===== src/rtl/adcci_regs.vh =====
/*
 * register map, field positions, reset values and timing counts of the
 * converter control block.
 * assumes: included by the design files by bare name; Verilog-2005.
 */
`ifndef ADCCI_REGS_VH
`define ADCCI_REGS_VH

// register offsets (data-space locations, kept as indices)
`define ADCCI_RESULT_IDX       8'hd0
`define ADCCI_CONTROL_IDX      8'hd1
// byte address on the bus is four times the index
`define ADCCI_RESULT_ADDR      10'h0340
`define ADCCI_CONTROL_ADDR     10'h0344
`define ADCCI_ADDR_W           10

// control register fields
`define ADCCI_IRQ_EN_BIT       7
`define ADCCI_DONE_BIT         6
`define ADCCI_START_BIT        5
`define ADCCI_PWR_BIT          4
`define ADCCI_OSC_OFF_BIT      2
`define ADCCI_CONTROL_RESET    8'h40
`define ADCCI_RESULT_RESET     8'h00

// conversion time: 70 us at the 10 MHz core clock
`define ADCCI_CONV_TIME_NS     70000
`define ADCCI_CLK_PERIOD_NS    100
`define ADCCI_CONV_CYCLES      (`ADCCI_CONV_TIME_NS / `ADCCI_CLK_PERIOD_NS)
// cycles spent on each of the eight result bits
`define ADCCI_BIT_CYCLES       (`ADCCI_CONV_CYCLES / 8)
`define ADCCI_CNT_W            7

// result extremes
`define ADCCI_FULL_SCALE       8'hff
`define ADCCI_ZERO_SCALE       8'h00

`endif


===== src/rtl/adcci_sar.v =====
/*
 * successive-approximation sequencer: eight bits, msb first.
 * assumes: comparator input is synchronous to clk_i and answers the trial
 * word on dac_o in the same cycle; one clock, synchronous reset.
 */
`timescale 1ns/10ps
`include "adcci_regs.vh"

module adcci_sar (
	// clock and reset
	input  wire       clk_i,
	input  wire       reset_i,
	// control
	input  wire       start_i,
	input  wire       abort_i,
	// comparator side
	input  wire       comp_high_i,
	output wire [7:0] dac_o,
	// result
	output reg        done_o,
	output reg  [7:0] result_o,
	output wire       busy_o
);

	reg [7:0]             trial;
	reg [7:0]             bit_mask;
	reg [`ADCCI_CNT_W-1:0] bit_cnt;
	reg                   running;

	assign dac_o  = trial | bit_mask;
	assign busy_o = running;

	// start restarts at once, even mid conversion (abandon old one)
	always @(posedge clk_i) begin
		done_o <= 1'b0;
		if (reset_i || abort_i) begin
			running  <= 1'b0;
			trial    <= 8'h00;
			bit_mask <= 8'h00;
			bit_cnt  <= {`ADCCI_CNT_W{1'b0}};
			if (reset_i) begin
				result_o <= `ADCCI_RESULT_RESET;
			end
		end else if (start_i) begin
			running  <= 1'b1;
			trial    <= 8'h00;
			bit_mask <= 8'h80;
			bit_cnt  <= {`ADCCI_CNT_W{1'b0}};
		end else if (running) begin
			if (bit_cnt == `ADCCI_BIT_CYCLES - 1) begin
				bit_cnt <= {`ADCCI_CNT_W{1'b0}};
				// keep the trial bit when the input is at or above it
				if (bit_mask == 8'h01) begin
					result_o <= comp_high_i ? (trial | bit_mask) : trial;
					done_o   <= 1'b1;
					running  <= 1'b0;
					bit_mask <= 8'h00;
				end else begin
					if (comp_high_i) begin
						trial <= trial | bit_mask;
					end
					bit_mask <= bit_mask >> 1;
				end
			end else begin
				bit_cnt <= bit_cnt + 1'b1;
			end
		end
	end

endmodule // adcci_sar


===== src/rtl/adcci_avalon.v =====
/*
 * Avalon-MM slave front end: decodes a byte address into one register
 * select and answers each access after one wait cycle.
 * assumes: master holds the request until waitrequest is low.
 */
`timescale 1ns/10ps
`include "adcci_regs.vh"

module adcci_avalon (
	// clock and reset
	input  wire                    clk_i,
	input  wire                    reset_i,
	// bus side
	input  wire [`ADCCI_ADDR_W-1:0] address_i,
	input  wire                    read_i,
	input  wire                    write_i,
	output wire                    waitrequest_o,
	// register side
	output wire                    wr_ctrl_o,
	output wire                    rd_sel_ctrl_o,
	output wire                    rd_sel_result_o,
	output wire                    accept_o
);

	reg ack;
	reg wait_q;

	// one wait cycle, then accept; avoids combinational paths bus to bus.
	// waitrequest has a flop of its own so the top drives it straight
	always @(posedge clk_i) begin
		if (reset_i) begin
			ack    <= 1'b0;
			wait_q <= 1'b1;
		end else begin
			ack    <= (read_i || write_i) && !ack;
			wait_q <= !((read_i || write_i) && !ack);
		end
	end

	assign accept_o        = ack && (read_i || write_i);
	assign waitrequest_o   = wait_q;
	assign rd_sel_ctrl_o   = (address_i == `ADCCI_CONTROL_ADDR);
	assign rd_sel_result_o = (address_i == `ADCCI_RESULT_ADDR);
	assign wr_ctrl_o       = accept_o && write_i && rd_sel_ctrl_o;

endmodule // adcci_avalon


===== src/rtl/adcci_top.v =====
/*
 * converter control interface: control and result registers, conversion
 * sequencing, interrupt request, wait wake-up and stop shutdown.
 * assumes: one 10 MHz clock, synchronous active-high reset, an external
 * comparator answering the trial word; Avalon-MM register access.
 */
// What this block does
// - converter keeps running in wait; pending done interrupt wakes from wait
// - power bit 4 turns the converter on at 1, off at 0
// - finished conversion sets done bit 6; interrupt if enabled; wait wake only
// - done flag cleared only by start; writing zero leaves it
// - interrupt enable bit 7 gates the done interrupt
// - writing 1 to start bit 5 begins a conversion; 0 does nothing
// - each start write clears done flag at once and the pending interrupt one cycle later
// - start during a conversion abandons it and begins afresh
// - start bit always reads zero
// - result valid only while done reads 1
// - control at 0D1h, resets to 40h; bit 6 read-only, bit 5 write-only
// - read-only result at 0D0h, msb at bit 7
// - bit 2 disables main oscillator at 1; no effect on converter
// - input at or above high reference gives FFh, at or below low gives 00h
// - conversion lasts about 70 us
`timescale 1ns/10ps
`include "adcci_regs.vh"

module adcci_top (
	// clock and reset
	input  wire                    clk_i,
	input  wire                    reset_i,
	// avalon-mm slave
	input  wire [`ADCCI_ADDR_W-1:0] address_i,
	input  wire                    read_i,
	input  wire                    write_i,
	input  wire [31:0]             writedata_i,
	output reg  [31:0]             readdata_o,
	output wire                    waitrequest_o,
	// low-power mode status from the core
	input  wire                    wait_mode_i,
	input  wire                    stop_mode_i,
	// analog front end
	input  wire                    comp_high_i,
	output reg  [7:0]              dac_o,
	output reg                     converter_on_o,
	// system outputs
	output reg                     conv_irq_o,
	output reg                     wake_from_wait_o,
	output reg                     main_osc_disable_o
);

	// control register state
	reg        conv_irq_enable;
	reg        conv_done;
	reg        converter_power_on;
	reg        main_osc_disable;
	reg  [7:0] conversion_result;

	// bus decode
	wire       wr_ctrl;
	wire       sel_ctrl;
	wire       sel_result;
	wire       accept;

	// sequencer
	wire       start_pulse;
	wire       abort;
	wire       sar_done;
	wire [7:0] sar_result;
	wire [7:0] sar_dac;
	wire       sar_busy;
	wire [7:0] ctrl_read;

	adcci_avalon u_bus (
		.clk_i           (clk_i),
		.reset_i         (reset_i),
		.address_i       (address_i),
		.read_i          (read_i),
		.write_i         (write_i),
		.waitrequest_o   (waitrequest_o),
		.wr_ctrl_o       (wr_ctrl),
		.rd_sel_ctrl_o   (sel_ctrl),
		.rd_sel_result_o (sel_result),
		.accept_o        (accept)
	);

	// start only from a write of 1; a write of 0 is ignored
	assign start_pulse = wr_ctrl && writedata_i[`ADCCI_START_BIT];
	// power off or stop kills the conversion in flight
	assign abort = stop_mode_i || !converter_power_on;

	adcci_sar u_sar (
		.clk_i       (clk_i),
		.reset_i     (reset_i),
		.start_i     (start_pulse && !abort),
		.abort_i     (abort),
		.comp_high_i (comp_high_i),
		.dac_o       (sar_dac),
		.done_o      (sar_done),
		.result_o    (sar_result),
		.busy_o      (sar_busy)
	);

	// control bits written by software; bits 3, 1, 0 are not stored
	always @(posedge clk_i) begin
		if (reset_i) begin
			conv_irq_enable    <= 1'b0;
			converter_power_on <= 1'b0;
			main_osc_disable   <= 1'b0;
		end else if (wr_ctrl) begin
			conv_irq_enable    <= writedata_i[`ADCCI_IRQ_EN_BIT];
			converter_power_on <= writedata_i[`ADCCI_PWR_BIT];
			main_osc_disable   <= writedata_i[`ADCCI_OSC_OFF_BIT];
		end
	end

	// result register and done flag load on the same edge. the finish echo
	// is one cycle old, so a start write in that cycle is the later event
	// and clears the flag; done never stands over a running conversion
	always @(posedge clk_i) begin
		if (reset_i) begin
			conv_done         <= 1'b1;
			conversion_result <= `ADCCI_RESULT_RESET;
		end else begin
			if (start_pulse) begin
				conv_done <= 1'b0;
			end else if (sar_done) begin
				conv_done <= 1'b1;
			end
			if (sar_done) begin
				conversion_result <= sar_result;
			end
		end
	end

	// read view: start bit always zero, reserved bits zero
	assign ctrl_read = {conv_irq_enable, conv_done, 1'b0, converter_power_on,
		1'b0, main_osc_disable, 2'b00};

	// read data registered on the wait cycle, stands at the accept edge
	always @(posedge clk_i) begin
		if (reset_i) begin
			readdata_o <= 32'h0000_0000;
		end else if (read_i && !accept) begin
			if (sel_ctrl) begin
				readdata_o <= {24'h00_0000, ctrl_read};
			end else if (sel_result) begin
				readdata_o <= {24'h00_0000, conversion_result};
			end else begin
				readdata_o <= 32'h0000_0000;
			end
		end
	end

	// registered outputs to the rest of the chip
	always @(posedge clk_i) begin
		if (reset_i) begin
			conv_irq_o         <= 1'b0;
			wake_from_wait_o   <= 1'b0;
			main_osc_disable_o <= 1'b0;
			converter_on_o     <= 1'b0;
			dac_o              <= 8'h00;
		end else begin
			// irq follows flag and enable; enable clear silences it
			conv_irq_o         <= conv_done && conv_irq_enable;
			// only wait mode is left by the interrupt, never stop
			wake_from_wait_o   <= conv_done && conv_irq_enable && wait_mode_i
				&& !stop_mode_i;
			main_osc_disable_o <= main_osc_disable;
			// wait mode leaves the converter alone; stop forces it off
			converter_on_o     <= converter_power_on && !stop_mode_i;
			dac_o              <= sar_busy ? sar_dac : 8'h00;
		end
	end

endmodule // adcci_top


===== config.mk =====
export PLATFORM = sky130hd
export DESIGN_NAME = adcci_top
export DESIGN_NICKNAME = d
export VERILOG_FILES = /design/src/rtl/adcci_sar.v /design/src/rtl/adcci_avalon.v /design/src/rtl/adcci_top.v
export VERILOG_INCLUDE_DIRS = /design/src /design/src/rtl
export SDC_FILE = /design/constraint.sdc
export NUM_CORES = 1
export LEC_CHECK = 0
export BUFFER_PORTS_ARGS = -buffer_cell sky130_fd_sc_hd__clkbuf_2
export CORE_ASPECT_RATIO = 1.1
export CORE_MARGIN = 2
export CORE_UTILIZATION = 31
export DETAILED_ROUTE_END_ITERATION = 10
export PLACE_DENSITY = 0.54
export SKIP_LAST_GASP = 1
export SYNTH_ARGS = -nofsm -noshare
export SYNTH_HDL_FRONTEND = slang
export SYNTH_HIERARCHICAL = 1
export SYNTH_SLANG_ARGS = --single-unit

===== constraint.sdc =====
create_clock -name clk_i -period 5.7 [get_ports clk_i]
set_clock_uncertainty 0.05 [all_clocks]
set_input_delay 0.285 -clock clk_i [delete_from_list [all_inputs] [get_ports clk_i]]
set_output_delay 0.285 -clock clk_i [all_outputs]
set_load 0.005 [all_outputs]

Word-level counts from Yosys, hierarchy flattened

Index checks and enable logic that the tools add are counted.

Flip-flop bits (word level): 91
Input bits: 49
Output and inout bits: 45
Word-level logic and storage cells: 85

$add $sub $neg: 1
Equal/unequal tests: 6
Mux-type cells: 21
Bitwise gates (word level): 4
Reduce and logical (&&, ||, !) cells: 33

Operator list:

| operator             | count |
|---|---|
| $mux 8               | 12 |
| $eq 10x10->1 const B | 2 |
| $mux 7               | 2 |
| $reduce_bool 2->1    | 6 |
| $logic_and 1x1->1    | 11 |
| $eq 8x1->1 const B   | 1 |
| $or 8x8->8           | 1 |
| $add 7x1->7 const B  | 1 |
| $eq 7x7->1 const B   | 1 |
| $mux 1               | 7 |
| $logic_not 1->1      | 6 |
| $reduce_and 5->1     | 1 |
| $ne 2x2->1 const B   | 2 |
| $reduce_and 2->1     | 2 |
| $reduce_or 2->1      | 2 |
| $reduce_or 4->1      | 1 |
| $logic_or 1x1->1     | 3 |
| $not 1->1            | 3 |
| $reduce_and 3->1     | 1 |

Longest topological paths before layout

Depth in word-level cells: 8
Depth in mapped cells: 8
Gate-level depth less buffers: 7

Hierarchy

Netlist, hierarchy kept.

By module, submodules not included:

| module       | instances | cells each | area each (um^2) | sequential area each (um^2) |
|---|---|---|---|---|
| adcci_sar    | 1         | 140        | 1382.6           | 740.7 |
| adcci_top    | 1         | 134        | 1298.7           | 640.6 |
| adcci_avalon | 1         | 13         | 115.1            | 40.0 |

Worst setup path before layout

OpenSTA, ideal clock, no wires.

Kind: reg2reg
Start point: register u_sar.bit_cnt[0]
End point: register u_sar.result_o[0] (enable)
Library setup time: 0.398 ns
Arrival: 2.063 ns
Data required time: 5.252 ns
Slack: 3.189 ns
Cell stages (with the launch flop): 7
Buffers on the path: 1
Period minus slack after synthesis: 2.511 ns
Cells stage by stage: dfxtp_1 inv_1 ha_1 nor2b_1 nand3_2 buf_2 o41ai_1

Longest elaborated chain between the ends: 3

RTL lines:

| what                        | RTL line       | source |
|---|---|---|
| start, declared             | adcci_sar.v:27 | `` reg [`ADCCI_CNT_W-1:0] bit_cnt; `` |
| start signal, assigned      | adcci_sar.v:40 | `` bit_cnt <= {`ADCCI_CNT_W{1'b0}}; `` |
| start signal, assigned      | adcci_sar.v:48 | `` bit_cnt <= {`ADCCI_CNT_W{1'b0}}; `` |
| start signal, assigned      | adcci_sar.v:51 | `` bit_cnt <= {`ADCCI_CNT_W{1'b0}}; `` |
| $eq 7x7->1                  | adcci_sar.v:50 | `` if (bit_cnt == `ADCCI_BIT_CYCLES - 1) begin `` |
| $reduce_bool 2->1 (no line) | --             |  |
| $reduce_and 5->1 (no line)  | --             |  |
| end signal, assigned        | adcci_sar.v:42 | `` result_o <= `ADCCI_RESULT_RESET; `` |
| end signal, assigned        | adcci_sar.v:54 | `result_o <= comp_high_i ? (trial \| bit_mask) : trial;` |
| end, declared               | adcci_sar.v:21 | `output reg [7:0] result_o,` |

Every way passes these cells.
A chain may end at the register's enable or synchronous reset.

Final worst setup path

Start point: input address_i[0]
End point: register u_sar.trial[3]

Longest elaborated chain between the ends: 5

RTL lines:

| what                      | RTL line          | source |
|---|---|---|
| start, declared           | adcci_top.v:31    | `` input wire [`ADCCI_ADDR_W-1:0] address_i, `` |
| $eq 10x10->1 (no line)    | --                |  |
| $logic_and 1x1->1         | adcci_avalon.v:44 | `assign wr_ctrl_o = accept_o && write_i && rd_sel_ctrl_o;` |
| via wr_ctrl               | adcci_top.v:58    | `wire wr_ctrl;` |
| $logic_and 1x1->1         | adcci_top.v:86    | `` assign start_pulse = wr_ctrl && writedata_i[`ADCCI_START_BIT]; `` |
| $logic_and 1x1->1         | adcci_top.v:93    | `.start_i (start_pulse && !abort),` |
| $reduce_or 2->1 (no line) | --                |  |
| end signal, assigned      | adcci_sar.v:60    | `trial <= trial \| bit_mask;` |
| end, declared             | adcci_sar.v:25    | `reg [7:0] trial;` |

The timed path passes the listed nets, and every way through them passes these cells.

==> flow_metrics.env <==
export IMPL_synthArstFlopShare_pct=0
export IMPL_dieArea_mm2=0.00980
export IMPL_tritoncts="built"
export IMPL_dr_first_iter_drc_count=49
export IMPL_tightest_slew_ns=1.04
export IMPL_required_ns=5.88
export IMPL_synth_top_cell_area_share_pct=42.2
export IMPL_ys_ff_latch=67
export IMPL_first_pass_iters=4
export IMPL_yosys_area_top_type="dfxtp_1"
export IMPL_wl_met1_um=2480
export IMPL_rrSetupSlack_ns=3.25
export IMPL_cts_buffers=9
export IMPL_worstSetupStartpointType="primary input"
export IMPL_slew_violations=0
export IMPL_fin_total_pwr_uw=973
export IMPL_ant_nets=0
export IMPL_maxCapViolCount=0
export IMPL_drc=0
export IMPL_gp_congestion=0.749
export IMPL_grt_overflow=0
export IMPL_hold_end="wake_from_wait_o"
export IMPL_min_path_cells=2
export IMPL_crit_chain="clkbuf_2 > or4_4 > nor4_2 > nand2_1 > nor2_1 > or3_1 > nor4b_4 > a22o_1"
export IMPL_hold_path_class="in2reg"
export IMPL_routed_top_layer="met4"
export IMPL_period_minus_slack_ns=2.70
export IMPL_synth_edf_count=8
export IMPL_r2r_cells=7
export IMPL_final_setup_viol_count=0
export IMPL_area_growth_pct=15.8
export IMPL_initial_core_util_pct=31.7
export IMPL_ys_types=39
export IMPL_rsz0062_at_grt="false"
export IMPL_status="finished, final reports clean"
export IMPL_final_period_utilization_pct=47.4
export IMPL_first_global_vias=1897
export IMPL_clk_pin_slew_ns=0.07
export IMPL_cp_num_buf_inv=1
export IMPL_tns_ns=0
export IMPL_synth_area_leaders="dfxtp_1, edfxtp_1, mux2i_1"
export IMPL_layout_drive_gt1_share_pct=22.5
export IMPL_num_vias=1986
export IMPL_num_rows=36
export IMPL_numPortBuffers=41
export IMPL_synth_main_ff_cell="dfxtp_1"
export IMPL_yosysSeqAreaShare_pct=50.8
export IMPL_dp_hpwl_um=3740
export IMPL_wl_per_cell_um=11.8
export IMPL_wl_met3_um=293
export IMPL_r2r_end="u_sar/trial[3]"
export IMPL_avgSynthCellArea_um2=9.74
export IMPL_cp_top_family="simple AND/OR/NAND/NOR gates"
export IMPL_synth_area_mm2=0.00280
export IMPL_final_nets=379
export IMPL_reg2reg_from="u_bus/ack"
export IMPL_die_y_um=104
export IMPL_viasPerCell=4.44
export IMPL_ys_warn_count=6
export IMPL_antenna_cells=0
export IMPL_fmax_mhz=370
export IMPL_wl_met2_um=2440
export IMPL_hold_viol=0
export IMPL_ios=94
export IMPL_crit_arrival_ns=2.88
export IMPL_ctsResizeCount=0
export IMPL_vdd_drop_max_mv=0.124
export IMPL_antenna_found_initial=0
export IMPL_critPathMaxStageDelay_ns=0.56
export IMPL_critPathKind="in2reg"
export IMPL_clockRootBuffer="clkbuf_8"
export IMPL_cts_num_sinks=67
export IMPL_leakagePower_uw=0.00129
export IMPL_synthCells=287
export IMPL_worstHoldStart="stop_mode_i"
export IMPL_critPathCaptureType="flip-flop"
export IMPL_core_area_mm2=0.00883
export IMPL_grt_pass1_wl_um=8890
export IMPL_final_util_pct=36.7
export IMPL_slowest_stage="nor4_2"
export IMPL_grtUsageTotal_pct=11.5
export IMPL_clk_latency_ns=0.33
export IMPL_post_cts_buffers=0
export IMPL_grt_max_degree=31
export IMPL_crit_path_max_fanout=15
export IMPL_layout_commonest_cell="dfxtp_1"
export IMPL_drt_total_wl_um=5280
export IMPL_cts_path_max_buffers=2
export IMPL_max_slew_margin_pct=30.1
export IMPL_power_density_mw_per_mm2=301
export IMPL_htree_levels=3
export IMPL_die_width_um=94.6
export IMPL_layout_common_cells="dfxtp_1, clkbuf_2, nor2_1"
export IMPL_ctsHoldBuffers=0
[state kept, by name (all words and copies together), names as in the netlist, 7 cells and up]
signal and cells:
conversion_result 8, u_sar/bit_cnt 7, u_sar/result_o 8, dac_o 8, u_sar/trial 8, u_sar/bit_mask 8, readdata_o 8
[cells by family after synthesis]
kind of cell | after synthesis | synth area share (%)
flip-flops | 67 | 50.8
AO/OA/AOI/OAI | 45 | 10.5
other | 1 | 0.134
adder cells (fa/ha/maj) | 2 | 0.895
AND/OR/NAND/NOR | 112 | 21.8
multiplexers | 19 | 6.80
buffers and inverters | 41 | 9.08
[layer usage]
layer	up-vias	GRT usage [%]
met5	-	0
met4	0	4.66
met3	6	3.93
met2	52	17.7
met1	907	14.7
li1	1021	-
[power by group]
part | total (uW) | leakage [uW] | switching [uW] | internal (uW)
clock | 457 | 0.000118 | 170 | 288
combinational | 31.4 | 0.000619 | 19.6 | 11.8
sequential | 485 | 0.000553 | 2.29 | 482
[through the flow]
step	hold WS, ns	setup WS (ns)	cells	cell area (um2)
2_1_floorplan	0.300	3.19	310	2880
3_3_place_gp	0.388	2.60	431	3010
3_5_place_dp	0.396	2.61	431	3010
4_1_cts	0.0624	2.97	447	3240
5_1_grt	0.0705	2.77	447	3240
6_report	0.0835	3.00	447	3240
[cells in the mapped netlist, types with 7 or more instances]
master and instances:
buf_4 24, edfxtp_1 8, nand2_1 14, a21oi_1 24, mux2i_1 19, a22o_1 7, nor2_1 39, or2_2 9
dfxtp_1 59, and2_1 9, buf_2 8
[worst reg2reg max path, stage by stage, from the launching register on]
cell and delay, ns:
dfxtp_1 0.36, nand3_1 0.10, nor4_2 0.44, nand2_1 0.15
nor2_1 0.32, or3_1 0.55, nor4b_4 0.15, a22o_1 0.21
[layout make-up]
cell class | count | area, um2
clock inverters | 6 | 104
repair buffers | 42 | 213
well taps | 114 | 143
flip-flops and latches | 67 | 1420
inverters | 6 | 22.5
multi-input cells | 202 | 1210
clock buffers | 10 | 128
fillers | 926 | 5590
[worst max-delay path by stage]
stage,startpoint,to,cells after the start
after floorplan,u_sar/bit_cnt[0],u_sar/result_o[0],6
after global placement,address_i[0],u_sar/trial[5],8
after global routing,address_i[0],u_sar/trial[0],8
final,address_i[0],u_sar/trial[3],8
after CTS,address_i[0],u_sar/trial[0],8
after detailed placement,address_i[0],u_sar/trial[0],8
Note: power is estimated with default switching activity, not from simulation.
